<file path="src/clock_ctrl_defs.svh">
/*
  Offsets, field positions, reset values and timing counts for the clock
  source and PLL control block. Assumes APB byte addressing, one word each.
*/
// Overview of operation
// - Internal oscillator stop bit acts only if the option byte enables it.
// - Fallback flag set keeps internal oscillator running; stop bit keeps its value.
// - Watchdog overflow during stabilization sets the fallback flag; status reads 01h.
// - Clearing PLL power-on automatically clears the PLL output select bit.
// - PLL output select accepts a one only while locked, otherwise stores zero.
// - Lock status is a registered indication, not the live detector.
// - Watchdog overflow during stabilization switches the CPU to the internal clock.
`ifndef CLOCK_CTRL_DEFS_SVH
`define CLOCK_CTRL_DEFS_SVH

// ----------------------------------------------------------------------
// Register offsets
// ----------------------------------------------------------------------
`define OFS_OSC_MODE     8'h00
`define OFS_CLK_STATUS   8'h04
`define OFS_PLL_CTRL     8'h08
`define OFS_LOCK_STATUS  8'h0c
`define OFS_LOCKUP_SEL   8'h10
`define OFS_IRQ_STATUS   8'h14
`define OFS_IRQ_MASK     8'h18

// ----------------------------------------------------------------------
// Field positions and reset values
// ----------------------------------------------------------------------
`define OSC_STOP_BIT     0
`define FALLBACK_BIT     0
`define PLL_ON_BIT       0
`define PLL_SEL_BIT      1
`define LOCK_BIT         0
`define STABLE_BIT       1
`define IRQ_FALLBACK     0
`define IRQ_LOCK         1
`define IRQ_STABLE       2
`define IRQ_BITS         3
`define LOCKSEL_RST      2'h1

// ----------------------------------------------------------------------
// Timing
// ----------------------------------------------------------------------
`define CLK_MHZ          20
`define LOCK_TIME_US     800
`define LOCK_MIN_CYC     (`LOCK_TIME_US * `CLK_MHZ)
`define LOCK_BASE_DEF    (`LOCK_MIN_CYC / 2)
`define STAB_CYC_DEF     32768

`endif

</file>
<file path="src/clock_ctrl_pkg.sv">
/*
  Types for the clock source and PLL control block.
  Assumes nothing beyond a SystemVerilog compiler.
*/
package clock_ctrl_pkg;
  typedef enum logic [2:0] {
    OSC_STAB     = 3'b001,
    OSC_MAIN     = 3'b010,
    OSC_FALLBACK = 3'b100
  } osc_phase_t;
  typedef logic [7:0]  apb_addr_t;
  typedef logic [31:0] apb_data_t;
endpackage

</file>
<file path="src/wait_timer.sv">
/*
  Loadable down counter with a registered done flag.
  Assumes load is from logic on pclk.
*/
`timescale 1ns/100ps
module wait_timer #(
  parameter int W = 20
) (
  input  wire logic         pclk,
  input  wire logic         presetn,
  input  wire logic         clk_en,
  input  wire logic         load,
  input  wire logic [W-1:0] load_val,
  output logic              done
);
  logic [W-1:0] cnt_q;
  logic [W-1:0] cnt_d;
  logic         done_q;
  logic         done_d;

  always_comb
  begin
    if (load)
    begin
      cnt_d  = load_val;
      done_d = 1'b0;
    end
    else
    begin
      cnt_d  = (cnt_q != '0) ? cnt_q - 1'b1 : cnt_q;
      done_d = (cnt_q == '0);
    end
  end

  always_ff @(posedge pclk or negedge presetn)
  begin
    if (!presetn)
    begin
      cnt_q  <= '0;
      done_q <= 1'b0;
    end
    else if (clk_en)
    begin
      cnt_q  <= cnt_d;
      done_q <= done_d;
    end
  end

  assign done = done_q;
endmodule

</file>
<file path="src/clock_source_pll_control.sv">
/*
  Clock source and PLL control: main oscillator stabilization, watchdog
  fall-back to the internal oscillator, internal oscillator stop, PLL power,
  lock-gated output select, lockup wait, APB registers and one interrupt.
  Assumes watchdog_overflow comes from logic on pclk; the option pin is async.
*/
// The register addresses and register access over APB are this design's own decisions.
`timescale 1ns/100ps
`include "clock_ctrl_defs.svh"
module clock_source_pll_control #(
  parameter int unsigned STAB_CYC      = `STAB_CYC_DEF,
  parameter int unsigned LOCK_BASE_CYC = `LOCK_BASE_DEF,
  parameter int          LOCK_W        = 20
) (
  input  wire logic                      pclk,
  input  wire logic                      presetn,
  input  wire logic                      clk_en,
  input  wire logic                      psel,
  input  wire logic                      penable,
  input  wire logic                      pwrite,
  input  wire clock_ctrl_pkg::apb_addr_t paddr,
  input  wire clock_ctrl_pkg::apb_data_t pwdata,
  output clock_ctrl_pkg::apb_data_t      prdata,
  output logic                           pready,
  output logic                           pslverr,
  input  wire logic                      opt_osc_mode_en,
  input  wire logic                      watchdog_overflow,
  output logic                           main_osc_stable,
  output logic                           cpu_clk_internal_sel,
  output logic                           internal_osc_run,
  output logic                           pll_power_on,
  output logic                           pll_output_select,
  output logic                           irq
);
  import clock_ctrl_pkg::*;

  // ----------------------------------------------------------------------
  // State
  // ----------------------------------------------------------------------
  osc_phase_t            phase_q, phase_d;
  logic [1:0]            ld_cnt_q, ld_cnt_d;
  logic                  opt_meta_q, opt_sync_q;
  logic                  opt_q, opt_d;
  logic                  stop_q, stop_d;
  logic                  on_q, on_d;
  logic                  sel_q, sel_d;
  logic [1:0]            locksel_q, locksel_d;
  logic [`IRQ_BITS-1:0]  ists_q, ists_d;
  logic [`IRQ_BITS-1:0]  imask_q, imask_d;
  logic [`IRQ_BITS-1:0]  events;
  logic                  lock_seen_q;
  logic                  fallback_q, fallback_d;
  logic                  stable_q, stable_d;
  logic                  run_q, run_d;
  logic                  irq_q, irq_d;
  apb_data_t             rdata_q, rdata_d;
  logic                  ready_q, ready_d;
  logic                  err_q, err_d;
  logic                  stab_done;
  logic                  lock_q;
  logic                  wr_fire;
  logic [LOCK_W-1:0]     lock_val;

  // ----------------------------------------------------------------------
  // Timers
  // ----------------------------------------------------------------------
  wait_timer #(.W(LOCK_W)) u_stab (
    .pclk     (pclk),
    .presetn  (presetn),
    .clk_en   (clk_en),
    .load     (ld_cnt_q == 2'h0),
    .load_val (LOCK_W'(STAB_CYC)),
    .done     (stab_done)
  );

  // Power-off reloads, so the wait restarts and lock drops together
  assign lock_val = LOCK_W'(LOCK_BASE_CYC) << locksel_q;
  wait_timer #(.W(LOCK_W)) u_lock (
    .pclk     (pclk),
    .presetn  (presetn),
    .clk_en   (clk_en),
    .load     (!on_d),
    .load_val (lock_val),
    .done     (lock_q)
  );

  // ----------------------------------------------------------------------
  // Oscillator phase
  // ----------------------------------------------------------------------
  always_comb
  begin
    phase_d = phase_q;
    case (phase_q)
      OSC_STAB:
      begin
        if (watchdog_overflow)
          phase_d = OSC_FALLBACK;
        else if (stab_done)
          phase_d = OSC_MAIN;
      end
      OSC_MAIN:     phase_d = OSC_MAIN;
      OSC_FALLBACK: phase_d = OSC_FALLBACK;
      default:      phase_d = OSC_STAB;
    endcase
    ld_cnt_d   = (ld_cnt_q == 2'h3) ? ld_cnt_q : ld_cnt_q + 2'h1;
    // Option level caught once, after it has crossed the synchroniser
    opt_d      = (ld_cnt_q == 2'h3) ? opt_q : opt_sync_q;
    fallback_d = (phase_d == OSC_FALLBACK);
    stable_d   = (phase_d == OSC_MAIN);
  end

  // ----------------------------------------------------------------------
  // APB slave and register writes
  // ----------------------------------------------------------------------
  // One wait state: pready rises in the second access cycle
  assign wr_fire = psel && penable && ready_q && pwrite;

  always_comb
  begin
    stop_d    = stop_q;
    on_d      = on_q;
    sel_d     = sel_q;
    locksel_d = locksel_q;
    imask_d   = imask_q;
    ists_d    = ists_q;
    if (wr_fire)
    begin
      case (paddr)
        // Stop bit keeps its written value even while fallback holds run
        `OFS_OSC_MODE:   stop_d = pwdata[`OSC_STOP_BIT];
        `OFS_PLL_CTRL:
        begin
          on_d  = pwdata[`PLL_ON_BIT];
          sel_d = pwdata[`PLL_SEL_BIT] && lock_q && pwdata[`PLL_ON_BIT];
        end
        `OFS_LOCKUP_SEL: locksel_d = pwdata[1:0];
        `OFS_IRQ_MASK:   imask_d = pwdata[`IRQ_BITS-1:0];
        `OFS_IRQ_STATUS: ists_d = ists_q & ~pwdata[`IRQ_BITS-1:0];
        default:         stop_d = stop_q;
      endcase
    end
    events = '0;
    events[`IRQ_FALLBACK] = fallback_d && !fallback_q;
    events[`IRQ_LOCK]     = lock_q && !lock_seen_q;
    events[`IRQ_STABLE]   = stable_d && !stable_q;
    // Set wins over a same-cycle clear
    ists_d = ists_d | events;
    irq_d  = |(ists_d & imask_d);
    // Stop honoured only when the option allows, never during fallback
    run_d  = fallback_d || !(stop_d && opt_d);
  end

  always_comb
  begin
    rdata_d = rdata_q;
    err_d   = 1'b0;
    ready_d = psel && penable && !ready_q;
    if (psel && penable && !ready_q)
    begin
      rdata_d = '0;
      case (paddr)
        `OFS_OSC_MODE:    rdata_d[`OSC_STOP_BIT] = stop_q;
        `OFS_CLK_STATUS:  rdata_d[`FALLBACK_BIT] = fallback_q;
        `OFS_PLL_CTRL:
        begin
          rdata_d[`PLL_ON_BIT]  = on_q;
          rdata_d[`PLL_SEL_BIT] = sel_q;
        end
        `OFS_LOCK_STATUS:
        begin
          rdata_d[`LOCK_BIT]   = lock_q;
          rdata_d[`STABLE_BIT] = stable_q;
        end
        `OFS_LOCKUP_SEL:  rdata_d[1:0] = locksel_q;
        `OFS_IRQ_STATUS:  rdata_d[`IRQ_BITS-1:0] = ists_q;
        `OFS_IRQ_MASK:    rdata_d[`IRQ_BITS-1:0] = imask_q;
        default:          err_d = 1'b1;
      endcase
    end
  end

  // ----------------------------------------------------------------------
  // Registers
  // ----------------------------------------------------------------------
  always_ff @(posedge pclk or negedge presetn)
  begin
    if (!presetn)
    begin
      phase_q     <= OSC_STAB;
      ld_cnt_q    <= 2'h0;
      opt_meta_q  <= 1'b0;
      opt_sync_q  <= 1'b0;
      opt_q       <= 1'b0;
      stop_q      <= 1'b0;
      on_q        <= 1'b0;
      sel_q       <= 1'b0;
      locksel_q   <= `LOCKSEL_RST;
      ists_q      <= '0;
      imask_q     <= '0;
      lock_seen_q <= 1'b0;
      fallback_q  <= 1'b0;
      stable_q    <= 1'b0;
      run_q       <= 1'b1;
      irq_q       <= 1'b0;
      rdata_q     <= '0;
      ready_q     <= 1'b0;
      err_q       <= 1'b0;
    end
    else if (clk_en)
    begin
      phase_q     <= phase_d;
      ld_cnt_q    <= ld_cnt_d;
      opt_meta_q  <= opt_osc_mode_en;
      opt_sync_q  <= opt_meta_q;
      opt_q       <= opt_d;
      stop_q      <= stop_d;
      on_q        <= on_d;
      sel_q       <= sel_d;
      locksel_q   <= locksel_d;
      ists_q      <= ists_d;
      imask_q     <= imask_d;
      lock_seen_q <= lock_q;
      fallback_q  <= fallback_d;
      stable_q    <= stable_d;
      run_q       <= run_d;
      irq_q       <= irq_d;
      rdata_q     <= rdata_d;
      ready_q     <= ready_d;
      err_q       <= err_d;
    end
  end

  assign prdata               = rdata_q;
  assign pready               = ready_q;
  // Error is only ever loaded together with ready, so the flop drives the pin alone
  assign pslverr              = err_q;
  assign main_osc_stable      = stable_q;
  assign cpu_clk_internal_sel = fallback_q;
  assign internal_osc_run     = run_q;
  assign pll_power_on         = on_q;
  assign pll_output_select    = sel_q;
  assign irq                  = irq_q;
endmodule

</file>
<file path="config.mk">
export PLATFORM = sky130hd
export DESIGN_NAME = clock_source_pll_control
export DESIGN_NICKNAME = d
export VERILOG_FILES = /design/src/clock_ctrl_pkg.sv /design/src/wait_timer.sv /design/src/clock_source_pll_control.sv
export VERILOG_INCLUDE_DIRS = /design/src
export SDC_FILE = /design/constraint.sdc
export NUM_CORES = 1
export LEC_CHECK = 0
export BUFFER_PORTS_ARGS = -buffer_cell sky130_fd_sc_hd__buf_4
export CORE_UTILIZATION = 51
export CTS_CLUSTER_DIAMETER = 200
export CTS_CLUSTER_SIZE = 14
export DETAILED_ROUTE_END_ITERATION = 8
export PLACE_DENSITY_LB_ADDON = 0.1
export SETUP_SLACK_MARGIN = 0.1
export SLEW_MARGIN = 40
export SYNTH_ARGS = -nofsm -noshare
export SYNTH_HDL_FRONTEND = slang
export SYNTH_SLANG_ARGS = --single-unit
</file>
<file path="constraint.sdc">
create_clock -name pclk -period 7 [get_ports pclk]
set_input_delay 2.1 -clock pclk [delete_from_list [all_inputs] [get_ports pclk]]
set_output_delay 2.1 -clock pclk [all_outputs]
set_load 0.01 [all_outputs]
</file>
After elaboration in Yosys (flattened, before gate mapping)
Index checks and enable logic that the tools add are counted. W data, S select, Z words.

Register bits after elaboration: 71. Output and inout bits: 40. Logic and storage cells: 99.

Add/subtract/negate cells: 3. Equal/unequal tests: 13. Shifts and indexed selects: 1. Muxes and demuxes: 23. Bitwise operators: 5. Reductions and logical operators: 31.

Operator list (number): $mux W20 (4); $logic_not A20 Y1 (2); $reduce_bool A20 Y1 (2); $sub A20 B1 Y20 const B (2); $eq A8 B5 Y1 const B (3); $shl A13 B2 Y20 const A (1); $mux W3 (6); $eq A8 B4 Y1 const B (2); $logic_and A1 B1 Y1 (10); $mux W1 (9); $pmux W3 S3 (1); $eq A8 B3 Y1 const B (1); $logic_not A8 Y1 (1); $reduce_and A2 Y1 (4); $pmux W1 S7 (1); $reduce_or A7 Y1 (1); $and A3 B3 Y3 (2); $eq A3 B2 Y1 const B (2); $eq A3 B3 Y1 const B (2); $reduce_and A3 Y1 (2); $logic_not A1 Y1 (5); $pmux W1 S5 (1); $eq A3 B1 Y1 const B (1); $not A3 Y3 (1); 10 further kinds (10).

Longest topological paths before layout
Word-level depth: 8. Gate-level depth with buffers: 8.

Cells and area by module
Synthesis repeated with hierarchy kept, for this count alone.

Cells, all modules: 531. Area, all modules: 4784.6 um^2.

Modules (own cells, without submodules): clock_source_pll_control (instances 1, cells each 199, area each 1898.1 um^2, sequential area each 729.4 um^2); wait_timer (u_lock) (instances 1, cells each 160, area each 1495.2 um^2, sequential area each 525.5 um^2); wait_timer (u_stab) (instances 1, cells each 172, area each 1391.3 um^2, sequential area each 525.5 um^2).

Worst setup path after synthesis
No wires, ideal clock.

Path kind: input to register. From: input port paddr[5]. To: register irq_q (netlist: irq). Setup time: 0.126 ns. Arrival time: 3.764 ns. Path slack: 3.110 ns. Stages on the path: 5. Buffers on the path: 0. Path through: or3_1 > nor4_1 > mux2i_1 > nor2_1 > o32a_1.

Longest elaborated chain between the ends: 6.

Ends and longest elaborated chain: start: declaration (line clock_source_pll_control.sv:21) `input wire clock_ctrl_pkg::apb_addr_t paddr,`; $eq A8 B5 Y1 (line clock_source_pll_control.sv:128) `case (paddr)`; $mux W3 (line clock_source_pll_control.sv:128); $mux W3 (line clock_source_pll_control.sv:126) `if (wr_fire)`; $or A3 B3 Y3 (line clock_source_pll_control.sv:147) `ists_d = ists_d | events;`; $and A3 B3 Y3 * (line clock_source_pll_control.sv:148) `irq_d = |(ists_d & imask_d);`; $reduce_or A3 Y1 * (line clock_source_pll_control.sv:148); end signal: assignment (line clock_source_pll_control.sv:226) `irq_q <= irq_d;`; end: declaration (line clock_source_pll_control.sv:55) `logic irq_q, irq_d;`.

Mark *: on every way between the ends. The rest lies on a longest branch, timed or not. A chain may end at the register's enable or synchronous reset.

Worst setup path after layout
From: input port paddr[4]. To: register u_lock.cnt_q[10].

Longest elaborated chain between the ends: 5.

Ends and longest elaborated chain: $eq A8 B4 Y1 * (line clock_source_pll_control.sv:128); $mux W1 * (line clock_source_pll_control.sv:128); $mux W1 * (line clock_source_pll_control.sv:126); $ne A2 B1 Y1 (no line); $reduce_and A2 Y1 (no line); end signal: assignment (line wait_timer.sv:44) `cnt_q <= cnt_d;`; end: declaration (line wait_timer.sv:16) `logic [W-1:0] cnt_q;`.

Marked as above.

==> out/results.tsv <==
metric	value	unit
Via density	5.86	
area grow syn2layout	10.1	%
vias in the first global route	3315	
prevailing post-synth register cell	dfrtp_1	
antenna diode count	0	
Post-synth ARST share	1.00	
post_cts resized	0	
DR iter-0 viols	161	
WS Path Type	in2reg	
Tot GR Track Use	0.234	
H-tree level count	3	
switching pwr	0.000485	W
Max Fanout on Critical Path	16	
simple-gate portion of the synthesized area	0.213	
compound-gate portion of the synthesized area	0.183	
XOR/XNOR Fraction of Synth Area	0.0406	
Slew Limit Fails	0	
Final #Nets	528	
Fin Hold WS	0.491	ns
CTS max path bufs	2	
post-synth top area cell	dfrtp_1	
Worst R2R Setup Slack	4.43	ns
min-delay src	prdata[1]$_DFFE_PN0P_	
post-synthesis sequential area ratio	0.412	
minimum clock period	4.00	ns
IO buf count	29	
Root Driver	clkbuf_8	
distinct cell type count after synthesis	69	
CP startpoint	paddr[4]	
Pint	0.000872	W
Slew HR	0.437	
share of cells above drive strength 1	0.177	
sw frac	0.357	
core area	8220	um2
Fmax	0.250	GHz
WL final	9330	um
outcome	finished, final reports clean	
Post-synth EDFFs	0	
first-pass GRT wire length	16100	um
sequential power share	0.416	
DR top layer	met4	
Core Rows	33	
CP endpoint kind	register	
adder-cell share of the synthesized area	0.0174	
reg2reg path depth	6	
Post-Syn Area	4320	um2
WL met2	4360	um
CTS buffer count	9	
final worst-path cycle share	0.572	
main combinational cell family by area after synthesis	simple AND/OR/NAND/NOR gates	
# Post-CTS Setup Buffers	0	
Post-Route Utilization	0.579	
initial antenna violation count	0	
power share of the clock group	0.275	
commonest non-fill, non-tap cells in the layout	68 x dfrtp_1, 34 x nor2_1, 29 x nand2_1, 29 x conb_1, 28 x buf_4	
number of setup violations in the final report	0	
Hold Crit Depth	2	
CTS Hold Bufs	0	
Avg Cell Area, Syn	9.62	um2
DP Wirelength	6300	um
mux cell area share after synthesis	0.0524	
VDD IR-drop max	0.114	mV
Worst-Margin Slew	0.838	ns
area share of the largest cell type after synthesis	0.394	
Reg2Reg Capture Point	u_stab.cnt_q[3]$_DFFE_PN0P_	
Pre-antenna DRT Iters	4	
clock slew seen by the registers of the worst setup and hold paths	0.09	ns
Hold Path Class	reg2reg	
largest net degree at the start of global routing	72	
RSZ-0062 raised after global routing	false	
setup TNS	0	ns
Clock Sinks	71	
CP startpoint kind	input port	
Worst EP arrival	4.24	ns
remaining global-route overflow	0	
IO Pins	88	
die width	94.0	um
later-pin clock latency in the skew report	0.35	ns
DRT met1 WL	4520	um
worst path required time	7.24	ns
Final GP Congestion	0.897	
ANT nets after route	0	
most common cell after layout, fill and taps aside	dfrtp_1	
die height	94.0	um
Cells after Synth	449	
wire per inst	16.0	um
Max Clock Skew	0.0128	ns
CTS tree	built	
reg-to-reg startpoint	u_stab.cnt_q[16]$_DFFE_PN0P_	
DRC violations left	0	
Synth Warn #	0	
top cells by area, synth	dfrtp_1 39%, buf_4 5.0%, xnor2_1 3.2%	
CP Cell Sequence	buf_4 > or3b_2 > o41a_1 > nor3_4 > nor2_1 > o22a_1	
WHS Endpoint	prdata[1]$_DFFE_PN0P_	
met3 WL	275	um
DR vias	3423	
count of final hold-check violations	0	
register bit total from synthesis	71	
Initial Utilization	0.526	
Leak	1.96	nW
max cap viols	0	
peak per-stage delay on the critical path	0.58	ns
die area	8840	um2
slowest CP cell	nor3_4	
pwr/cell area	285	nW/um2
Gate power share	0.309	
==> how the worst max path moves through the flow <==
stage	endpoint	slack [ns]
floorplan	irq$_DFFE_PN0P_	3.11
CTS	u_lock.cnt_q[10]$_DFFE_PN0P_	3.01
global placement	u_lock.cnt_q[10]$_DFFE_PN0P_	2.40
detailed placement	u_lock.cnt_q[10]$_DFFE_PN0P_	2.65
global route	u_lock.cnt_q[10]$_DFFE_PN0P_	2.89
finish	u_lock.cnt_q[10]$_DFFE_PN0P_	3.00
==> worst max-delay path, delay by kind of cell <==
family | cells | cell delay [ns]
compound gates | 2 | 0.67
buf+inv | 1 | 0.15
simple gates | 3 | 1.31
==> cell families (layout without fill, tap and decap cells) <==
kind of cell / count (synthesis) / count (layout)
AO/OA/AOI/OAI: 105 / 105
other: 1 / 29
AND/OR/NAND/NOR: 164 / 164
buffers and inverters: 62 / 64
flip-flops: 71 / 71
XOR/XNOR: 20 / 20
multiplexers: 20 / 20
adder cells (fa/ha/maj): 6 / 6
==> synthesized netlist by cell type, types with 3 or more instances <==
| master | number |
|---|---|
| o31ai_1 | 5 |
| a2111oi_0 | 3 |
| nor2b_1 | 4 |
| nor3_1 | 20 |
| xor2_1 | 4 |
| a21oi_1 | 21 |
| nand2b_1 | 8 |
| o21ai_0 | 21 |
| ha_1 | 6 |
| or2_2 | 6 |
| or4_4 | 3 |
| nor2_1 | 34 |
| or3_1 | 11 |
| o211ai_1 | 5 |
| inv_1 | 18 |
| and4_1 | 3 |
| nand2_1 | 29 |
| dfrtp_1 | 68 |
| clkbuf_1 | 8 |
| buf_1 | 3 |
| mux2i_1 | 8 |
| nand3_1 | 4 |
| o21a_1 | 3 |
| nor3b_1 | 3 |
| a211oi_1 | 6 |
| nor4_1 | 9 |
| nand4_1 | 9 |
| mux2_2 | 11 |
| buf_2 | 4 |
| xnor2_1 | 16 |
| o22ai_1 | 6 |
| o2bb2ai_1 | 4 |
| buf_4 | 29 |
| a2111oi_4 | 4 |
| dfstp_2 | 3 |
| a31oi_1 | 3 |
==> metal layers <==
| layer | GRT usage | vias up |
|---|---|---|
| met5 | 0 | - |
| met1 | 0.334 | 1681 |
| li1 | - | 1649 |
| met4 | 0.0846 | 0 |
| met2 | 0.361 | 79 |
| met3 | 0.0340 | 14 |
==> stage by stage <==
stage | area [um2] | worst slack (ns) | total power (W) | instances
after floorplan | 4420 | 3.11 | 0.000888 | 477
after global placement | 4500 | 2.40 | 0.000966 | 567
after detailed placement | 4530 | 2.65 | 0.000990 | 568
after CTS | 4750 | 3.01 | 0.00137 | 584
after global routing | 4750 | 2.89 | 0.00145 | 584
final | 4750 | 3.00 | 0.00136 | 584
==> flip-flops by register name, summed over array words and instances (netlist names), 2 cells and up <==
register / count
phase_q: 3
locksel_q: 2
ld_cnt_q: 2
u_lock.cnt_q: 20
prdata: 3
imask_q: 3
u_stab.cnt_q: 20
ists_q: 3
==> power groups by stage <==
stage	logic, W	clock network (W)	registers (W)
floorplan	0.000335	0	0.000553
global route	0.000468	0.000403	0.000577
CTS	0.000423	0.000385	0.000564
global placement	0.000399	0	0.000567
finish	0.000420	0.000373	0.000565
detailed placement	0.000421	0	0.000570
==> layout make-up <==
class	count	area (um2)
timing repair buffer	30	233
clock buffer	11	141
fill	729	3460
tap	105	131
clock inverter	5	81.3
sequential	71	1780
multi-input combinational	344	2320
inverter	18	67.6
No activity file was read; power rests on OpenSTA's default activity.
